**config.mk**
```make
export PLATFORM = sky130hd
export DESIGN_NAME = bdbg_core
export DESIGN_NICKNAME = d
export VERILOG_FILES = /design/src/shared/bdbg_pkg.sv /design/src/hdl/bdbg_core.sv /design/src/hdl/bdbg_tick_cnt.sv
export SDC_FILE = /design/constraint.sdc
export NUM_CORES = 1
export LEC_CHECK = 0
export ABC_AREA = 1
export BUFFER_PORTS_ARGS = -buffer_cell sky130_fd_sc_hd__buf_4
export CELL_PAD_IN_SITES_DETAIL_PLACEMENT = 1
export CELL_PAD_IN_SITES_GLOBAL_PLACEMENT = 2
export CORE_MARGIN = 3
export CORE_UTILIZATION = 28
export CTS_CLUSTER_SIZE = 10
export DETAILED_ROUTE_END_ITERATION = 8
export GPL_ROUTABILITY_DRIVEN = 0
export PLACE_DENSITY = 0.86
export SYNTH_ARGS = -nofsm -noshare
export SYNTH_HDL_FRONTEND = slang
export SYNTH_HIERARCHICAL = 1
export SYNTH_SLANG_ARGS = --single-unit
```
**constraint.sdc**
```tcl
create_clock -name CLK_IN -period 2.8 [get_ports CLK_IN]
set_clock_uncertainty 0.05 [all_clocks]
set_input_delay 0.84 -clock CLK_IN [delete_from_list [all_inputs] [get_ports CLK_IN]]
set_output_delay 0.84 -clock CLK_IN [all_outputs]
set_load 0.03 [all_outputs]
```
**src/shared/bdbg_pkg.sv**
```systemverilog
// Purpose: constants and types shared by the background debug state block
// Assumes: one 20 MHz clock, synchronous active-low reset
// Notes: serial-rate ticks arrive as one-cycle enables from outside dividers
// Overview of operation
// - clock switch bit changes only through a hardware debug command write.
// - new debug clock is settled after 150 ticks of the clock in use.
// - serial timing takes the new clock from the next command start.
// - pll select 0 gives bus clock; 1 with switch 0 alternate; both 1 pll bus.
// - with handshake on, acknowledge pulse is timed at the newly selected rate.
// - unsecure bit written only by secure firmware in special single-chip; resets zero.
// - secure entry keeps unsecure zero and maps the secure firmware table.
// - erase check passes: unsecure set, secure table off, all commands allowed.
// - erase check fails: enable set, unsecure clear; hardware commands only.
// - unsecured flash security bits writable; secured again at next reset.
// - activation copies condition codes to holding register; writes alter restored value.
// - special single-chip reset loads holding register with D8, not D0.
// - position register is read-only; bits 6:3 mirror base bits 14:11.
// - host commands split into hardware and firmware commands.
// - hardware commands other than background run any time; firmware commands only while active.
// - firmware commands access D, X, Y, SP, PC and exit active mode.
// - after secure firmware runs, eeprom position and page leave reset values.
// - status bit 7 enables activation and background; other hardware commands run regardless.
package bdbg_pkg;
  localparam logic [15:0] OFS_STATUS = 16'hFF01;
  localparam logic [15:0] OFS_CCR_HOLD = 16'hFF06;
  localparam logic [15:0] OFS_REG_POS = 16'hFF07;
  localparam logic [15:0] OFS_WIN_BASE = 16'hFF00;
  localparam logic [15:0] OFS_WIN_LAST = 16'hFF07;
  localparam int BIT_ENABLE = 7;
  localparam int BIT_ACTIVE = 6;
  localparam int BIT_CLK_SWITCH = 2;
  localparam int BIT_UNSECURE = 1;
  localparam int POS_LSB = 3;
  localparam int POS_MSB = 6;
  localparam int BASE_LSB = 11;
  localparam int BASE_MSB = 14;
  localparam logic [7:0] RST_STATUS = 8'h00;
  localparam logic [7:0] RST_CCR_SPECIAL = 8'hD8;
  localparam logic [7:0] RST_CCR_NORMAL = 8'hD0;
  localparam int SETTLE_TICKS = 150;
  localparam int ACK_TICKS = 16;
  localparam int TICK_CNT_W = 8;

  typedef enum logic [1:0] {
    SRC_USER = 2'h0,
    SRC_HWCMD = 2'h1,
    SRC_FW = 2'h2,
    SRC_SECFW = 2'h3
  } bdbg_src_t;

  typedef enum logic [1:0] {
    CKS_BUS = 2'h0,
    CKS_ALT = 2'h1,
    CKS_PLL = 2'h2
  } bdbg_clk_t;

  typedef enum logic [3:0] {
    FOP_NONE = 4'h0,
    FOP_RD_D = 4'h1,
    FOP_RD_X = 4'h2,
    FOP_RD_Y = 4'h3,
    FOP_RD_SP = 4'h4,
    FOP_RD_PC = 4'h5,
    FOP_WR_D = 4'h6,
    FOP_WR_X = 4'h7,
    FOP_WR_Y = 4'h8,
    FOP_WR_SP = 4'h9,
    FOP_WR_PC = 4'hA,
    FOP_EXIT = 4'hB
  } bdbg_fop_t;

  typedef struct packed {
    logic sel;
    logic wr;
    bdbg_src_t src;
    logic [15:0] addr;
    logic [7:0] wdata;
  } bdbg_reg_req_t;

  typedef struct packed {
    logic enable;
    logic active;
    logic [2:0] rsvd;
    logic clk_switch;
    logic unsecure;
    logic zero;
  } bdbg_status_t;
endpackage : bdbg_pkg

```
**src/hdl/bdbg_core.sv**
```systemverilog
// Purpose: background debug status, clock select, security and command gating
// Assumes: serial bit engine and firmware live outside; ticks are enables
// Notes: registers reached by the internal debug register port only
module bdbg_core
  import bdbg_pkg::*;
#(
  parameter int SETTLE_N = SETTLE_TICKS,
  parameter int ACK_N = ACK_TICKS
) (
  // clock and reset
  input wire logic CLK_IN,
  input wire logic RST_N_IN,
  // chip mode and straps
  input wire logic SPECIAL_SC_IN,
  input wire logic FLASH_SECURED_IN,
  input wire logic PLL_CLOCK_SELECT_IN,
  // serial rate ticks
  input wire logic BUS_TICK_IN,
  input wire logic ALT_TICK_IN,
  // debug register port
  input wire bdbg_reg_req_t REG_REQ_IN,
  output logic [7:0] REG_RDATA_OUT,
  // processor side
  input wire logic [7:0] CCR_IN,
  input wire logic [15:0] REG_BASE_IN,
  input wire logic ACTIVATE_REQ_IN,
  output logic [7:0] CCR_RESTORE_OUT,
  // command decode from serial engine
  input wire logic CMD_START_IN,
  input wire logic CMD_HW_IN,
  input wire logic CMD_BGND_IN,
  input wire bdbg_fop_t CMD_FOP_IN,
  input wire logic DATA_DONE_IN,
  input wire logic ACK_ENABLE_IN,
  output logic HW_GO_OUT,
  output logic FW_GO_OUT,
  output bdbg_fop_t FW_OP_OUT,
  output logic CMD_REFUSED_OUT,
  output logic ACK_PULSE_OUT,
  // clock selection status
  output bdbg_clk_t SER_CLK_SEL_OUT,
  output bdbg_clk_t NEW_CLK_SEL_OUT,
  output logic CLK_SETTLED_OUT,
  // security and map status
  output logic DEBUG_ACTIVE_OUT,
  output logic SECURE_TABLE_MAP_OUT,
  output logic STD_TABLE_MAP_OUT,
  output logic SECURED_OUT,
  output logic FLASH_SEC_WR_OK_OUT,
  output logic SEC_FW_RAN_OUT
);
  typedef enum logic [3:0] {
    SS_BOOT = 4'b0001,
    SS_CHECK = 4'b0010,
    SS_HW_ONLY = 4'b0100,
    SS_OPEN = 4'b1000
  } bdbg_sec_t;

  bdbg_sec_t sec_q;
  bdbg_status_t sts_q;
  bdbg_clk_t ser_sel_q;
  bdbg_clk_t cur_sel;
  logic [7:0] ccr_hold_q;
  logic [7:0] rdata_q;
  logic secured_q;
  logic sec_ran_q;
  logic hw_go_q;
  logic fw_go_q;
  logic refused_q;
  bdbg_fop_t fop_q;
  logic settle_busy;
  logic settle_done;
  logic settled_q;
  logic ack_busy;
  logic ack_done;
  logic ser_tick;
  logic new_tick;
  logic wr_status;
  logic wr_ccr;
  logic rd_hit;
  logic fw_ok;
  logic bgnd_ok;
  logic activate;
  logic fw_exit;
  logic sw_change;
  logic new_sw;

  function automatic logic pick_tick(input bdbg_clk_t s, input logic bt, input logic at);
    pick_tick = (s == CKS_ALT) ? at : bt;
  endfunction : pick_tick

  always_comb begin
    if (!PLL_CLOCK_SELECT_IN) begin
      cur_sel = CKS_BUS;
    end else if (!sts_q.clk_switch) begin
      cur_sel = CKS_ALT;
    end else begin
      cur_sel = CKS_PLL;
    end
  end

  assign wr_status = REG_REQ_IN.sel && REG_REQ_IN.wr && (REG_REQ_IN.addr == OFS_STATUS);
  assign wr_ccr = REG_REQ_IN.sel && REG_REQ_IN.wr && (REG_REQ_IN.addr == OFS_CCR_HOLD);
  assign rd_hit = REG_REQ_IN.sel && !REG_REQ_IN.wr;

  assign new_sw = REG_REQ_IN.wdata[BIT_CLK_SWITCH];
  assign sw_change = wr_status && (REG_REQ_IN.src == SRC_HWCMD) && (new_sw != sts_q.clk_switch);

  // firmware commands need active mode and SS_OPEN, also reached secured outside special single-chip
  assign fw_ok = sts_q.active && (sec_q == SS_OPEN);
  assign bgnd_ok = sts_q.enable && (sec_q != SS_CHECK);
  assign activate = !sts_q.active && sts_q.enable
    && (ACTIVATE_REQ_IN || (CMD_START_IN && CMD_HW_IN && CMD_BGND_IN && bgnd_ok));
  assign fw_exit = CMD_START_IN && !CMD_HW_IN && fw_ok && (CMD_FOP_IN == FOP_EXIT);

  // security sequencing, strap caught after reset release
  always_ff @(posedge CLK_IN) begin
    if (!RST_N_IN) begin
      sec_q <= SS_BOOT;
      secured_q <= 1'b0;
      sec_ran_q <= 1'b0;
    end else begin
      unique case (sec_q)
        SS_BOOT: begin
          secured_q <= FLASH_SECURED_IN;
          if (FLASH_SECURED_IN && SPECIAL_SC_IN) begin
            sec_q <= SS_CHECK;
          end else begin
            sec_q <= SS_OPEN;
          end
        end
        SS_CHECK: begin
          if (wr_status && REG_REQ_IN.src == SRC_SECFW && REG_REQ_IN.wdata[BIT_UNSECURE]) begin
            sec_q <= SS_OPEN;
            sec_ran_q <= 1'b1;
          end else if (wr_status && REG_REQ_IN.src == SRC_SECFW
                       && REG_REQ_IN.wdata[BIT_ENABLE]) begin
            sec_q <= SS_HW_ONLY;
            sec_ran_q <= 1'b1;
          end
        end
        SS_HW_ONLY: begin
          sec_q <= SS_HW_ONLY;
        end
        SS_OPEN: begin
          sec_q <= SS_OPEN;
        end
        default: begin
          sec_q <= SS_BOOT;
        end
      endcase
    end
  end

  // status: enable bit
  always_ff @(posedge CLK_IN) begin
    if (!RST_N_IN) begin
      sts_q.enable <= RST_STATUS[BIT_ENABLE];
    end else if (wr_status && REG_REQ_IN.src != SRC_USER) begin
      // secure firmware may enable without unsecure
      sts_q.enable <= REG_REQ_IN.wdata[BIT_ENABLE];
    end
  end

  // status: active bit, set by hardware only, cleared on exit
  always_ff @(posedge CLK_IN) begin
    if (!RST_N_IN) begin
      sts_q.active <= RST_STATUS[BIT_ACTIVE];
    end else if (activate) begin
      sts_q.active <= 1'b1;
    end else if (fw_exit) begin
      sts_q.active <= 1'b0;
    end else if (wr_status && REG_REQ_IN.src == SRC_FW && !REG_REQ_IN.wdata[BIT_ACTIVE]) begin
      sts_q.active <= 1'b0;
    end
  end

  // status: clock switch
  always_ff @(posedge CLK_IN) begin
    if (!RST_N_IN) begin
      sts_q.clk_switch <= RST_STATUS[BIT_CLK_SWITCH];
    end else if (sw_change) begin
      sts_q.clk_switch <= new_sw;
    end
  end

  // status: unsecure
  always_ff @(posedge CLK_IN) begin
    if (!RST_N_IN) begin
      sts_q.unsecure <= 1'b0;
    // secure firmware in special single-chip only
    end else if (wr_status && REG_REQ_IN.src == SRC_SECFW && SPECIAL_SC_IN) begin
      sts_q.unsecure <= REG_REQ_IN.wdata[BIT_UNSECURE];
    end
  end

  // unimplemented status bits stay zero
  always_ff @(posedge CLK_IN) begin
    if (!RST_N_IN) begin
      sts_q.rsvd <= '0;
      sts_q.zero <= 1'b0;
    end else begin
      sts_q.rsvd <= '0;
      sts_q.zero <= 1'b0;
    end
  end

  // condition code holding register
  always_ff @(posedge CLK_IN) begin
    if (!RST_N_IN) begin
      ccr_hold_q <= SPECIAL_SC_IN ? RST_CCR_SPECIAL : RST_CCR_NORMAL;
    end else if (activate) begin
      ccr_hold_q <= CCR_IN;
    end else if (wr_ccr) begin
      ccr_hold_q <= REG_REQ_IN.wdata;
    end
  end

  // register reads; user programs see nothing of this window
  always_ff @(posedge CLK_IN) begin
    if (!RST_N_IN) begin
      rdata_q <= 8'h00;
    end else if (rd_hit && REG_REQ_IN.src != SRC_USER) begin
      unique case (REG_REQ_IN.addr)
        OFS_STATUS: rdata_q <= sts_q;
        OFS_CCR_HOLD: rdata_q <= ccr_hold_q;
        OFS_REG_POS: rdata_q <= {1'b0, REG_BASE_IN[BASE_MSB:BASE_LSB], 3'h0};
        default: rdata_q <= 8'h00;
      endcase
    end else if (rd_hit) begin
      rdata_q <= 8'h00;
    end
  end

  // serial timing switches at the next command start
  always_ff @(posedge CLK_IN) begin
    if (!RST_N_IN) begin
      ser_sel_q <= CKS_BUS;
    end else if (CMD_START_IN) begin
      ser_sel_q <= cur_sel;
    end
  end

  // settle counted on the clock of the data portion
  assign ser_tick = pick_tick(ser_sel_q, BUS_TICK_IN, ALT_TICK_IN);
  // acknowledge runs at the newly selected rate
  assign new_tick = pick_tick(cur_sel, BUS_TICK_IN, ALT_TICK_IN);

  bdbg_tick_cnt #(
    .W(TICK_CNT_W),
    .N(SETTLE_N)
  ) u_settle (
    .clk_in(CLK_IN),
    .rst_n_in(RST_N_IN),
    .start_in(sw_change),
    .tick_in(ser_tick),
    .busy_out(settle_busy),
    .done_out(settle_done)
  );

  always_ff @(posedge CLK_IN) begin
    if (!RST_N_IN) begin
      settled_q <= 1'b1;
    end else if (sw_change) begin
      settled_q <= 1'b0;
    end else if (settle_done) begin
      settled_q <= 1'b1;
    end
  end

  // pulse after a command completes with handshake on
  bdbg_tick_cnt #(
    .W(TICK_CNT_W),
    .N(ACK_N)
  ) u_ack (
    .clk_in(CLK_IN),
    .rst_n_in(RST_N_IN),
    .start_in(DATA_DONE_IN && ACK_ENABLE_IN),
    .tick_in(new_tick),
    .busy_out(ack_busy),
    .done_out(ack_done)
  );

  always_ff @(posedge CLK_IN) begin
    if (!RST_N_IN) begin
      hw_go_q <= 1'b0;
      fw_go_q <= 1'b0;
      refused_q <= 1'b0;
      fop_q <= FOP_NONE;
    end else begin
      hw_go_q <= 1'b0;
      fw_go_q <= 1'b0;
      refused_q <= 1'b0;
      if (CMD_START_IN && CMD_HW_IN) begin
        // background request ignored while disabled
        if (CMD_BGND_IN && !bgnd_ok) begin
          refused_q <= 1'b1;
        end else begin
          hw_go_q <= 1'b1;
        end
      end else if (CMD_START_IN) begin
        if (fw_ok) begin
          fw_go_q <= 1'b1;
          fop_q <= CMD_FOP_IN;
        end else begin
          refused_q <= 1'b1;
        end
      end
    end
  end

  assign REG_RDATA_OUT = rdata_q;
  assign CCR_RESTORE_OUT = ccr_hold_q;
  assign HW_GO_OUT = hw_go_q;
  assign FW_GO_OUT = fw_go_q;
  assign FW_OP_OUT = fop_q;
  assign CMD_REFUSED_OUT = refused_q;
  assign ACK_PULSE_OUT = ack_busy;
  assign SER_CLK_SEL_OUT = ser_sel_q;
  assign NEW_CLK_SEL_OUT = cur_sel;
  assign CLK_SETTLED_OUT = settled_q;
  assign DEBUG_ACTIVE_OUT = sts_q.active;
  // secure table mapped while check runs
  assign SECURE_TABLE_MAP_OUT = (sec_q == SS_CHECK);
  assign STD_TABLE_MAP_OUT = sts_q.active || (sec_q == SS_CHECK);
  assign SECURED_OUT = secured_q && !sts_q.unsecure;
  // flash security bits changeable only in SS_OPEN, also reached secured outside special single-chip
  assign FLASH_SEC_WR_OK_OUT = (sec_q == SS_OPEN);
  // tells the mapping block its reset values are gone
  assign SEC_FW_RAN_OUT = sec_ran_q;
endmodule : bdbg_core

```
**src/hdl/bdbg_tick_cnt.sv**
```systemverilog
// Purpose: counts a fixed number of rate ticks after a start pulse
// Assumes: tick is a one-cycle enable at the rate being measured
// Notes: a start while busy restarts the count
module bdbg_tick_cnt #(
  parameter int W = 8,
  parameter int N = 150
) (
  input wire logic clk_in,
  input wire logic rst_n_in,
  input wire logic start_in,
  input wire logic tick_in,
  output logic busy_out,
  output logic done_out
);
  logic [W-1:0] cnt_q;
  logic busy_q;
  logic done_q;

  always_ff @(posedge clk_in) begin
    if (!rst_n_in) begin
      cnt_q <= '0;
      busy_q <= 1'b0;
      done_q <= 1'b0;
    end else begin
      done_q <= 1'b0;
      if (start_in) begin
        cnt_q <= '0;
        busy_q <= 1'b1;
      end else if (busy_q && tick_in) begin
        if (cnt_q == W'(N - 1)) begin
          busy_q <= 1'b0;
          done_q <= 1'b1;
        end
        cnt_q <= cnt_q + 1'b1;
      end
    end
  end

  assign busy_out = busy_q;
  assign done_out = done_q;
endmodule : bdbg_tick_cnt

```
Word level (Yosys, flattened, before mapping)

Index checks and enable logic that the tools add are counted.

Add/sub/neg operators: 2
Equal/unequal tests: 19
Mux-type cells: 35
Bitwise operators: 4
Reduce and logical (&&, ||, !) cells: 56

Operator list:

| operator                                                                | number |
|---|---|
| 16-bit == test, second input constant                                   | 3 |
| 8-bit 2-to-1 mux                                                        | 5 |
| 1-bit logical AND                                                       | 30 |
| 8-bit one-hot mux with 3 select lines                                   | 1 |
| 1-bit 2-to-1 mux                                                        | 22 |
| 8-bit by 1-bit adder with 8-bit output, second input constant           | 2 |
| 4-bit 2-to-1 mux                                                        | 4 |
| 4-bit one-hot mux with 4 select lines                                   | 1 |
| 2-bit nonzero test                                                      | 8 |
| 4-bit == test, second input constant                                    | 2 |
| 8-bit by 4-bit == test with 1-bit output, second input constant         | 1 |
| 8-bit == test, second input constant                                    | 1 |
| 2-bit AND reduction                                                     | 4 |
| 2-bit by 1-bit == test with 1-bit output, second input constant         | 3 |
| 1-bit zero test                                                         | 6 |
| 3-bit by 1-bit inequality test with 1-bit output, second input constant | 2 |
| 3-bit OR reduction                                                      | 2 |
| 2-bit == test, second input constant                                    | 2 |
| 4-bit by 1-bit == test with 1-bit output, second input constant         | 1 |
| 4-bit by 2-bit == test with 1-bit output, second input constant         | 1 |
| 4-bit by 3-bit == test with 1-bit output, second input constant         | 1 |
| 2-bit 2-to-1 mux                                                        | 2 |
| 4-bit by 2-bit inequality test with 1-bit output, second input constant | 1 |
| 1-bit inverter                                                          | 4 |
| 5 further kinds                                                         | 7 |

Flip-flop bits (word level): 55
Bits of input ports: 69
Output and inout bits: 35
Logic and storage cells: 136

Longest topological paths before layout

Gate-level depths: netlist (run 1).

Word-level depth: 7
Depth in mapped cells: 11

By module

The synthesis (run 1) kept the hierarchy.

Modules (own cells, without submodules):

| module                   | instances | cells an instance | area each (um^2) | sequential area each (um^2) |
|---|---|---|---|---|
| bdbg_core                | 1         | 294               | 2038.2           | 800.8 |
| bdbg_tick_cnt (u_settle) | 1         | 75                | 515.5            | 200.2 |
| bdbg_tick_cnt (u_ack)    | 1         | 69                | 480.5            | 200.2 |

Worst setup path before layout (run 1)

OpenSTA, ideal clock, no wires.

Path type: input-to-reg
Start: input PLL_CLOCK_SELECT_IN
End: register u_ack.busy_q (netlist: u_ack/busy_out)
Setup time: 0.119 ns
Arrival time: 2.258 ns
Required time: 2.631 ns
Setup slack: 0.372 ns
Stages: 9
Cells stage by stage: inv_1 nor2_1 inv_1 o21ai_0 nand3_2 nor2_4 nand2_1 nand2_1 a21oi_1

Word-level cells in the longest chain between the ends: 6

RTL lines:

| item                                     | line                | RTL |
|---|---|---|
| start, declared                          | bdbg_core.sv:16     | `input wire logic PLL_CLOCK_SELECT_IN,` |
| 2-bit 2-to-1 mux                         | bdbg_core.sv:93     | `if (!PLL_CLOCK_SELECT_IN) begin` |
| net NEW_CLK_SEL_OUT[0]                   | bdbg_core.sv:42     | `output bdbg_clk_t NEW_CLK_SEL_OUT,` |
| 2-bit by 1-bit == test with 1-bit output | bdbg_core.sv:89     | `pick_tick = (s == CKS_ALT) ? at : bt;` |
| 1-bit 2-to-1 mux                         | bdbg_core.sv:89     |  |
| net new_tick                             | bdbg_core.sv:77     | `logic new_tick;` |
| 1-bit logical AND                        | bdbg_tick_cnt.sv:29 | `end else if (busy_q && tick_in) begin` |
| 2-bit nonzero test (no source line)      | -                   |  |
| 2-bit AND reduction (no source line)     | -                   |  |
| end signal, assigned                     | bdbg_tick_cnt.sv:22 | `busy_q <= 1'b0;` |
| end signal, assigned                     | bdbg_tick_cnt.sv:28 | `busy_q <= 1'b1;` |
| end signal, assigned                     | bdbg_tick_cnt.sv:31 | `busy_q <= 1'b0;` |
| end, declared                            | bdbg_tick_cnt.sv:16 | `logic busy_q;` |

The timed path passes the listed nets, and every way through them passes these cells.
A chain may end at the register's enable or synchronous reset.

Final worst setup path (run 1)

Start: register sec_q[3]
End: output STD_TABLE_MAP_OUT

Word-level cells in the longest chain between the ends: 2

RTL lines:

| item                                     | line             | RTL |
|---|---|---|
| start, declared                          | bdbg_core.sv:59  | `bdbg_sec_t sec_q;` |
| start signal, assigned                   | bdbg_core.sv:119 | `sec_q <= SS_BOOT;` |
| start signal, assigned                   | bdbg_core.sv:127 | `sec_q <= SS_CHECK;` |
| start signal, assigned                   | bdbg_core.sv:129 | `sec_q <= SS_OPEN;` |
| 4-bit by 2-bit == test with 1-bit output | bdbg_core.sv:325 | `assign STD_TABLE_MAP_OUT = sts_q.active \|\| (sec_q == SS_CHECK);` |
| 1-bit logical OR                         | bdbg_core.sv:325 |  |
| end, declared                            | bdbg_core.sv:47  | `output logic STD_TABLE_MAP_OUT,` |

No other way between the ends.

==> results of run 1 <==
==> power breakdown <==
part	internal [uW]	total [uW]	leakage, uW	switching [uW]
clock	177	447	0.0000455	270
combinational	112	267	0.00135	155
sequential	825	843	0.000459	17.5
==> routing by layer <==
layer / routed length, um / part of all wire / up-vias / GRT usage
met5: 0 / 0 / - / 0
met2: 4110 / 0.48 / 64 / 0.257
li1: - / - / 1562 / -
met1: 3890 / 0.45 / 1432 / 0.179
met3: 574 / 0.067 / 4 / 0.0335
met4: 44 / 0.0051 / 0 / 0.0303
==> registers in the layout (all words and copies together), names as in the netlist <==
name,cells
u_settle/done_out,1
sts_q,3
CMD_REFUSED_OUT,1
sec_q,4
HW_GO_OUT,1
u_settle/busy_out,1
SEC_FW_RAN_OUT,1
FW_GO_OUT,1
CLK_SETTLED_OUT,1
secured_q,1
u_ack/busy_out,1
DEBUG_ACTIVE_OUT,1
u_settle/cnt_q,8
CCR_RESTORE_OUT,8
REG_RDATA_OUT,8
u_ack/cnt_q,8
FW_OP_OUT,4
SER_CLK_SEL_OUT,2
==> placed cells by master, fill, tap and decap left out, drive strengths merged <==
| master | instances |
|---|---|
| o21ai | 15 |
| ha | 3 |
| or2 | 2 |
| o211ai | 1 |
| nand2 | 123 |
| a31oi | 1 |
| o21a | 1 |
| a21boi | 1 |
| nor2 | 76 |
| clkinv | 2 |
| buf | 93 |
| nand3b | 2 |
| nand4 | 7 |
| edfxtp | 8 |
| clkbuf | 6 |
| inv | 67 |
| nand3 | 39 |
| dfxtp | 47 |
| a21oi | 33 |
| nor3 | 7 |
==> area by class of cell <==
| type | instances | area, um^2 |
|---|---|---|
| well taps | 136 | 170 |
| repair buffers | 93 | 698 |
| clock buffers | 6 | 72.6 |
| flip-flops and latches | 55 | 1180 |
| clock inverters | 2 | 11.3 |
| multi-input cells | 311 | 1560 |
| fillers | 1362 | 6420 |
| inverters | 67 | 259 |
==> through the flow <==
stage | setup slack, ns | hold WS (ns) | power [uW] | area (um^2) | instances
3_3_place_gp | 0.537 | 0.394 | 1130 | 3860 | 662
5_1_grt | 0.223 | 0.442 | 1640 | 3950 | 670
4_1_cts | 0.324 | 0.414 | 1580 | 3950 | 670
3_5_place_dp | 0.521 | 0.399 | 1130 | 3860 | 662
6_report | 0.349 | 0.411 | 1560 | 3950 | 670
2_1_floorplan | 0.383 | 0.380 | 995 | 3010 | 436
==> critical path: cells and delay by family (launching register included) <==
family / cells / cell delay (ns)
AND/OR/NAND/NOR: 3 / 0.54
flip-flops: 1 / 0.40
buffers and inverters: 2 / 0.32
==> path summary, 6_finish.rpt <==
kind / from / to
worst max-delay path: sec_q[3]$_SDFFE_PN0P_ / STD_TABLE_MAP_OUT
worst min register to register: SEC_FW_RAN_OUT$_SDFFE_PN0P_ / SEC_FW_RAN_OUT$_SDFFE_PN0P_
worst min-delay path: SEC_FW_RAN_OUT$_SDFFE_PN0P_ / SEC_FW_RAN_OUT$_SDFFE_PN0P_
worst max register to register: sts_q[2]$_SDFFE_PN0P_ / u_ack/cnt_q[6]$_SDFFE_PP0P_
==> summary.txt, run 1 <==
Floorplan
  – Core region area: 10400 um^2
  – Cell Rows: 37
  – Chip height: 110 um
  – Starting Density: 0.290
  – Die area: 12000 um^2
  – IO Pins: 104
  – Chip width: 110 um

CTS
  – # resized after CTS: 0
  – CTS tree: yes
  – Clock Path Buffers: 2
  – Num Clock Sinks: 55
  – Clk slew on worst S/H paths: around 0.1 ns
  – Num CTS Buffers: 5
  – Clock root buffer: clkbuf_8
  – H-tree Lvls: 2
  – Setup Buffers After CTS: 0
  – Worst-skew pair later-pin latency: between 0.3 and 0.4 ns
  – Hold-fix buffers at CTS: 0

Setup path
  – CP Launch Type: flop
  – Cells along the critical path: nor2_1 > nand3_1 > inv_1 > or2_2 > buf_4
  – CP Max Fanout: 6
  – Crit path required time: between 1.5 and 2 ns
  – Worst path max stage delay: 0.40 ns
  – Worst R2R Setup Slack: roughly 1.1 ns
  – Endpoint type of the worst setup path: output pin
  – Critical path type: reg -> out
  – R2R depth: 8
  – Crit path arrival time: 1.56 ns
  – Critical-path top delay cell: dfxtp_1

Global route
  – Antenna violations before repair: 0
  – Grt ovf: 0
  – First-pass GRT wire length: approximately 14000 um
  – All-layer global routing usage: 0.145
  – Largest net degree at the start of global routing: 19
  – Number of global-route vias before repair: 3080

STA
  – Final setup TNS: 0 ns
  – Max-slew violations: 0
  – Finish-stage setup viols: 0
  – Final Cycle Share: 0.875
  – Max Fclk: ~0.41 GHz
  – Worst Tran Pin Value: 0.690 ns
  – Final worst path period need: 2.45 ns
  – Hold Violations, Final: 0
  – RSZ-0062 raised after global routing: false
  – Slew HR: 0.539

Cells and area
  – ANT cells: 0
  – Fin util: 0.381
  – NumNets Final: between 600 and 700
  – Area Overhead vs Synth: 31.2%
  – Layout cells sized above 1: 0.277

Min path
  – Worst Hold Class: reg -> reg
  – Hold Path Cell Cnt: 2

Synth
  – Synthesis Warnings: 6
  – Mapped Nets: 508
  – Synthesized area: 3010 um^2
  – Mapped Cells: 436
  – Post-Syn Area per Cell: 6.90 um^2

Placement
  – Dpl hpwl: 7040 um
  – Number of port buffers: 91

Run
  – Max cap viols: 0

Drt
  – Drt first-iter violations: between 70 and 80
  – DRC: 0
  – DRT Pass-1 Iters: 4
  – Routed Antenna Nets: 0
  – Drt via density: 4.57
  – Routed vias: 3062
  – Wire per inst: 12.9 um
  – Drt total wl: 8620 um

Power and ir drop
  – Max rail drop VDD: 0.000199 V
  – Pwr per Cell Area: 394 nW/um^2
  – Lkg Pwr: 0.00185 uW

Outcome
  – Outcome: complete, no violations
Note: power is estimated with default switching activity, not from simulation.
==> run 2, diff against run 1 <==
==> constraint.sdc (replaced) <==
create_clock -name CLK_IN -period 2.8 [get_ports CLK_IN]
set_clock_uncertainty 0.05 [all_clocks]
set_input_delay 0.14 -clock CLK_IN [delete_from_list [all_inputs] [get_ports CLK_IN]]
set_output_delay 0.14 -clock CLK_IN [all_outputs]
set_load 0.03 [all_outputs]
==> run 2 against run 1 <==
  * Sequential power about the same
  * Largest power group unchanged
  * Combinational power about the same
  * Power is 4.8% higher
==> summary.txt, run 2 (synthesis gave the netlist of run 1 again) <==
Outcome
  – Outcome: complete, no violations (unchanged)

Cells and area
  – Most frequent cells in the layout: nand2_1 (107), buf_4 (91), inv_1 (62), nor2_1 (60), dfxtp_1 (47) (was nand2_1 (107), buf_4 (93), inv_1 (62), nor2_1 (60), dfxtp_1 (47))
  – Area Overhead vs Synth: 31.5% (was 31.2%)
  – Fillers: 1366 (was 1362)
  – Non-filler cells in the finished layout: 668 (was 670)
  – NumNets Final: 603 (was 605)
  – ANT cells: 0 (unchanged)
  – Commonest non-fill, non-tap cell in the layout: nand2_1 (unchanged)
  – Layout cells sized above 1: 0.274 (was 0.277)

Drt
  – Wire per inst: 12.9 um (about the same)
  – Drt total wl: 8620 um (about the same)
  – Drt via density: 4.56 (was 4.57)
  – Routed Antenna Nets: 0 (unchanged)
  – DRC: 0 (unchanged)
  – DRT Pass-1 Iters: 4 (unchanged)
  – Routed vias: 3043 (was 3062)
  – Drt first-iter violations: 86 (was 77)

Run
  – Max cap viols: 0 (unchanged)

STA
  – Max Fclk: 0.554 GHz (was 0.408 GHz)
  – RSZ-0062 raised after global routing: false (unchanged)
  – Hold Violations, Final: 0 (unchanged)
  – Final Cycle Share: 0.644 (was 0.875)
  – Max-slew violations: 0 (unchanged)
  – Slew HR: 0.401 (was 0.539)
  – Worst Tran Pin Value: 0.898 ns (was 0.690 ns)
  – Worst setup slack after layout: 0.997 ns (was 0.349 ns)
  – Final Hold Slack: 0.0255 ns (was 0.411 ns)
  – Final setup TNS: 0 ns (unchanged)
  – Finish-stage setup viols: 0 (unchanged)
  – Final worst path period need: 1.80 ns (was 2.45 ns)

Setup path
  – CP Max Fanout: 10 (was 6)
  – R2R depth: 6 (was 8)
  – Reg2reg start: sec_q[3]$_SDFFE_PN0P_ (was sts_q[2]$_SDFFE_PN0P_)
  – CP Depth: 6 (was 5)
  – Worst path max stage delay: 0.39 ns (was 0.40 ns)
  – Most used cell, CP: nand2_4
  – Worst R2R Setup Slack: 1.0 ns (was 1.07 ns)
  – Crit path arrival time: 1.70 ns (was 1.56 ns)
  – Critical-path top delay cell: dfxtp_1 (unchanged)
  – Cells along the critical path: nor2_1 > nand3_1 > nand4_2 > nand2_4 > nand2_4 > o211ai_1 (was nor2_1 > nand3_1 > inv_1 > or2_2 > buf_4)
  – CP Launch Type: flop (unchanged)
  – Reg-to-Reg End: CCR_RESTORE_OUT[1]$_SDFFCE_PN0P_ (was u_ack/cnt_q[6]$_SDFFE_PP0P_)
  – Crit-path leading delay family: simple AND/OR/NAND/NOR gates (unchanged)
  – Endpoint type of the worst setup path: flop (was output pin)
  – WP buf/inv: 0 (was 2)
  – Crit path required time: 2.69 ns (was 1.91 ns)
  – Critical path type: reg -> reg (was reg -> out)

Power and ir drop
  – Max rail drop VDD: 0.000215 V (was 0.000199 V)
  – Lkg Pwr: 0.00185 uW (about the same)
  – Power, Total: 1630 uW (was 1560 uW)
  – Pwr per Cell Area: 412 nW/um^2 (was 394 nW/um^2)

Floorplan
  – Core region area: 10400 um^2 (unchanged)
  – Chip height: 110 um (unchanged)
  – Cell Rows: 37 (unchanged)
  – Chip width: 110 um (unchanged)
  – IO Pins: 104 (unchanged)
  – Die area: 12000 um^2 (unchanged)
  – Starting Density: 0.290 (unchanged)

CTS
  – Clk slew on worst S/H paths: 0.10 ns (about the same)
  – Num CTS Buffers: 5 (unchanged)
  – Clock root buffer: clkbuf_8 (unchanged)
  – Setup Buffers After CTS: 0 (unchanged)
  – H-tree Lvls: 2 (unchanged)
  – Clock Path Buffers: 2 (unchanged)
  – Num Clock Sinks: 55 (unchanged)
  – Hold-fix buffers at CTS: 0 (unchanged)
  – Worst-skew pair later-pin latency: 0.31 ns (about the same)
  – CTS tree: yes (unchanged)
  – # resized after CTS: 0 (unchanged)

Global route
  – Grt ovf: 0 (unchanged)
  – Largest net degree at the start of global routing: 24 (was 19)
  – All-layer global routing usage: 0.148 (was 0.145)
  – Antenna violations before repair: 0 (unchanged)
  – Number of global-route vias before repair: 3079 (was 3080)
  – First-pass GRT wire length: 14200 um (was 13900 um)

Min path
  – HP Start: CMD_START_IN (was SEC_FW_RAN_OUT$_SDFFE_PN0P_)
  – Worst Hold Class: in -> reg (was reg -> reg)
  – Hold Path Cell Cnt: 2 (unchanged)
  – Hold EP: SER_CLK_SEL_OUT[1]$_SDFFE_PN0P_ (was SEC_FW_RAN_OUT$_SDFFE_PN0P_)

Placement
  – Number of port buffers: 91 (unchanged)
  – Dpl hpwl: 7060 um (was 7040 um)
  – Setup WS pre-CTS: 0.983 ns (was 0.521 ns)
  – Placed Cells: 660 (was 662)
run 2: final cells by class:
type | instances | area, um^2 | share of cell area
multi-input cells | 311 | 1560 | 0.393
repair buffers | 91 | 683 | 0.173
clock inverters | 3 | 38.8 | 0.00980
well taps | 136 | 170 | 0.0430
inverters | 67 | 259 | 0.0654
flip-flops and latches | 55 | 1180 | 0.298
clock buffers | 5 | 68.8 | 0.0174
run 2: worst max-delay path by stage:
stage | from | to | slack [ns]
floorplan | sts_q[2]$_SDFFE_PN0P_ | u_ack/cnt_q[6]$_SDFFE_PP0P_ | 0.89
global placement | sec_q[3]$_SDFFE_PN0P_ | CCR_RESTORE_OUT[4]$_SDFFCE_PN1P_ | 1.00
detailed placement | REG_REQ_IN[13] | CCR_RESTORE_OUT[5]$_SDFFCE_PN0P_ | 0.98
CTS | sec_q[3]$_SDFFE_PN0P_ | CCR_RESTORE_OUT[1]$_SDFFCE_PN0P_ | 0.97
global route | sec_q[3]$_SDFFE_PN0P_ | CCR_RESTORE_OUT[1]$_SDFFCE_PN0P_ | 0.80
finish | sec_q[3]$_SDFFE_PN0P_ | CCR_RESTORE_OUT[1]$_SDFFCE_PN0P_ | 1.0
run 2: power breakdown:
part	switching, uW	total (uW)	internal [uW]
Sequential	17.3	843	825
Clock	262	525	263
Combinational	154	264	110
Total	434	1630	1200
run 2: layer usage:
metal  wire length [um]  track usage  part of all wire  vias to the layer above
met5                  0            0                 0                        -
met4                 77       0.0294            0.0089                        0
met3                529       0.0352             0.061                        8
met1               3830        0.184              0.44                     1403
li1                   -            -                 -                     1566
met2               4190        0.261              0.49                       66
run 2: metrics by stage:
| step | util | instance area [um^2] |
|---|---|---|
| 4_1_cts | 0.382 | 3960 |
| 3_3_place_gp | 0.371 | 3850 |
| 3_5_place_dp | 0.371 | 3850 |
| 2_1_floorplan | - | 3010 |
| 5_1_grt | 0.382 | 3960 |
| 6_report | 0.382 | 3960 |
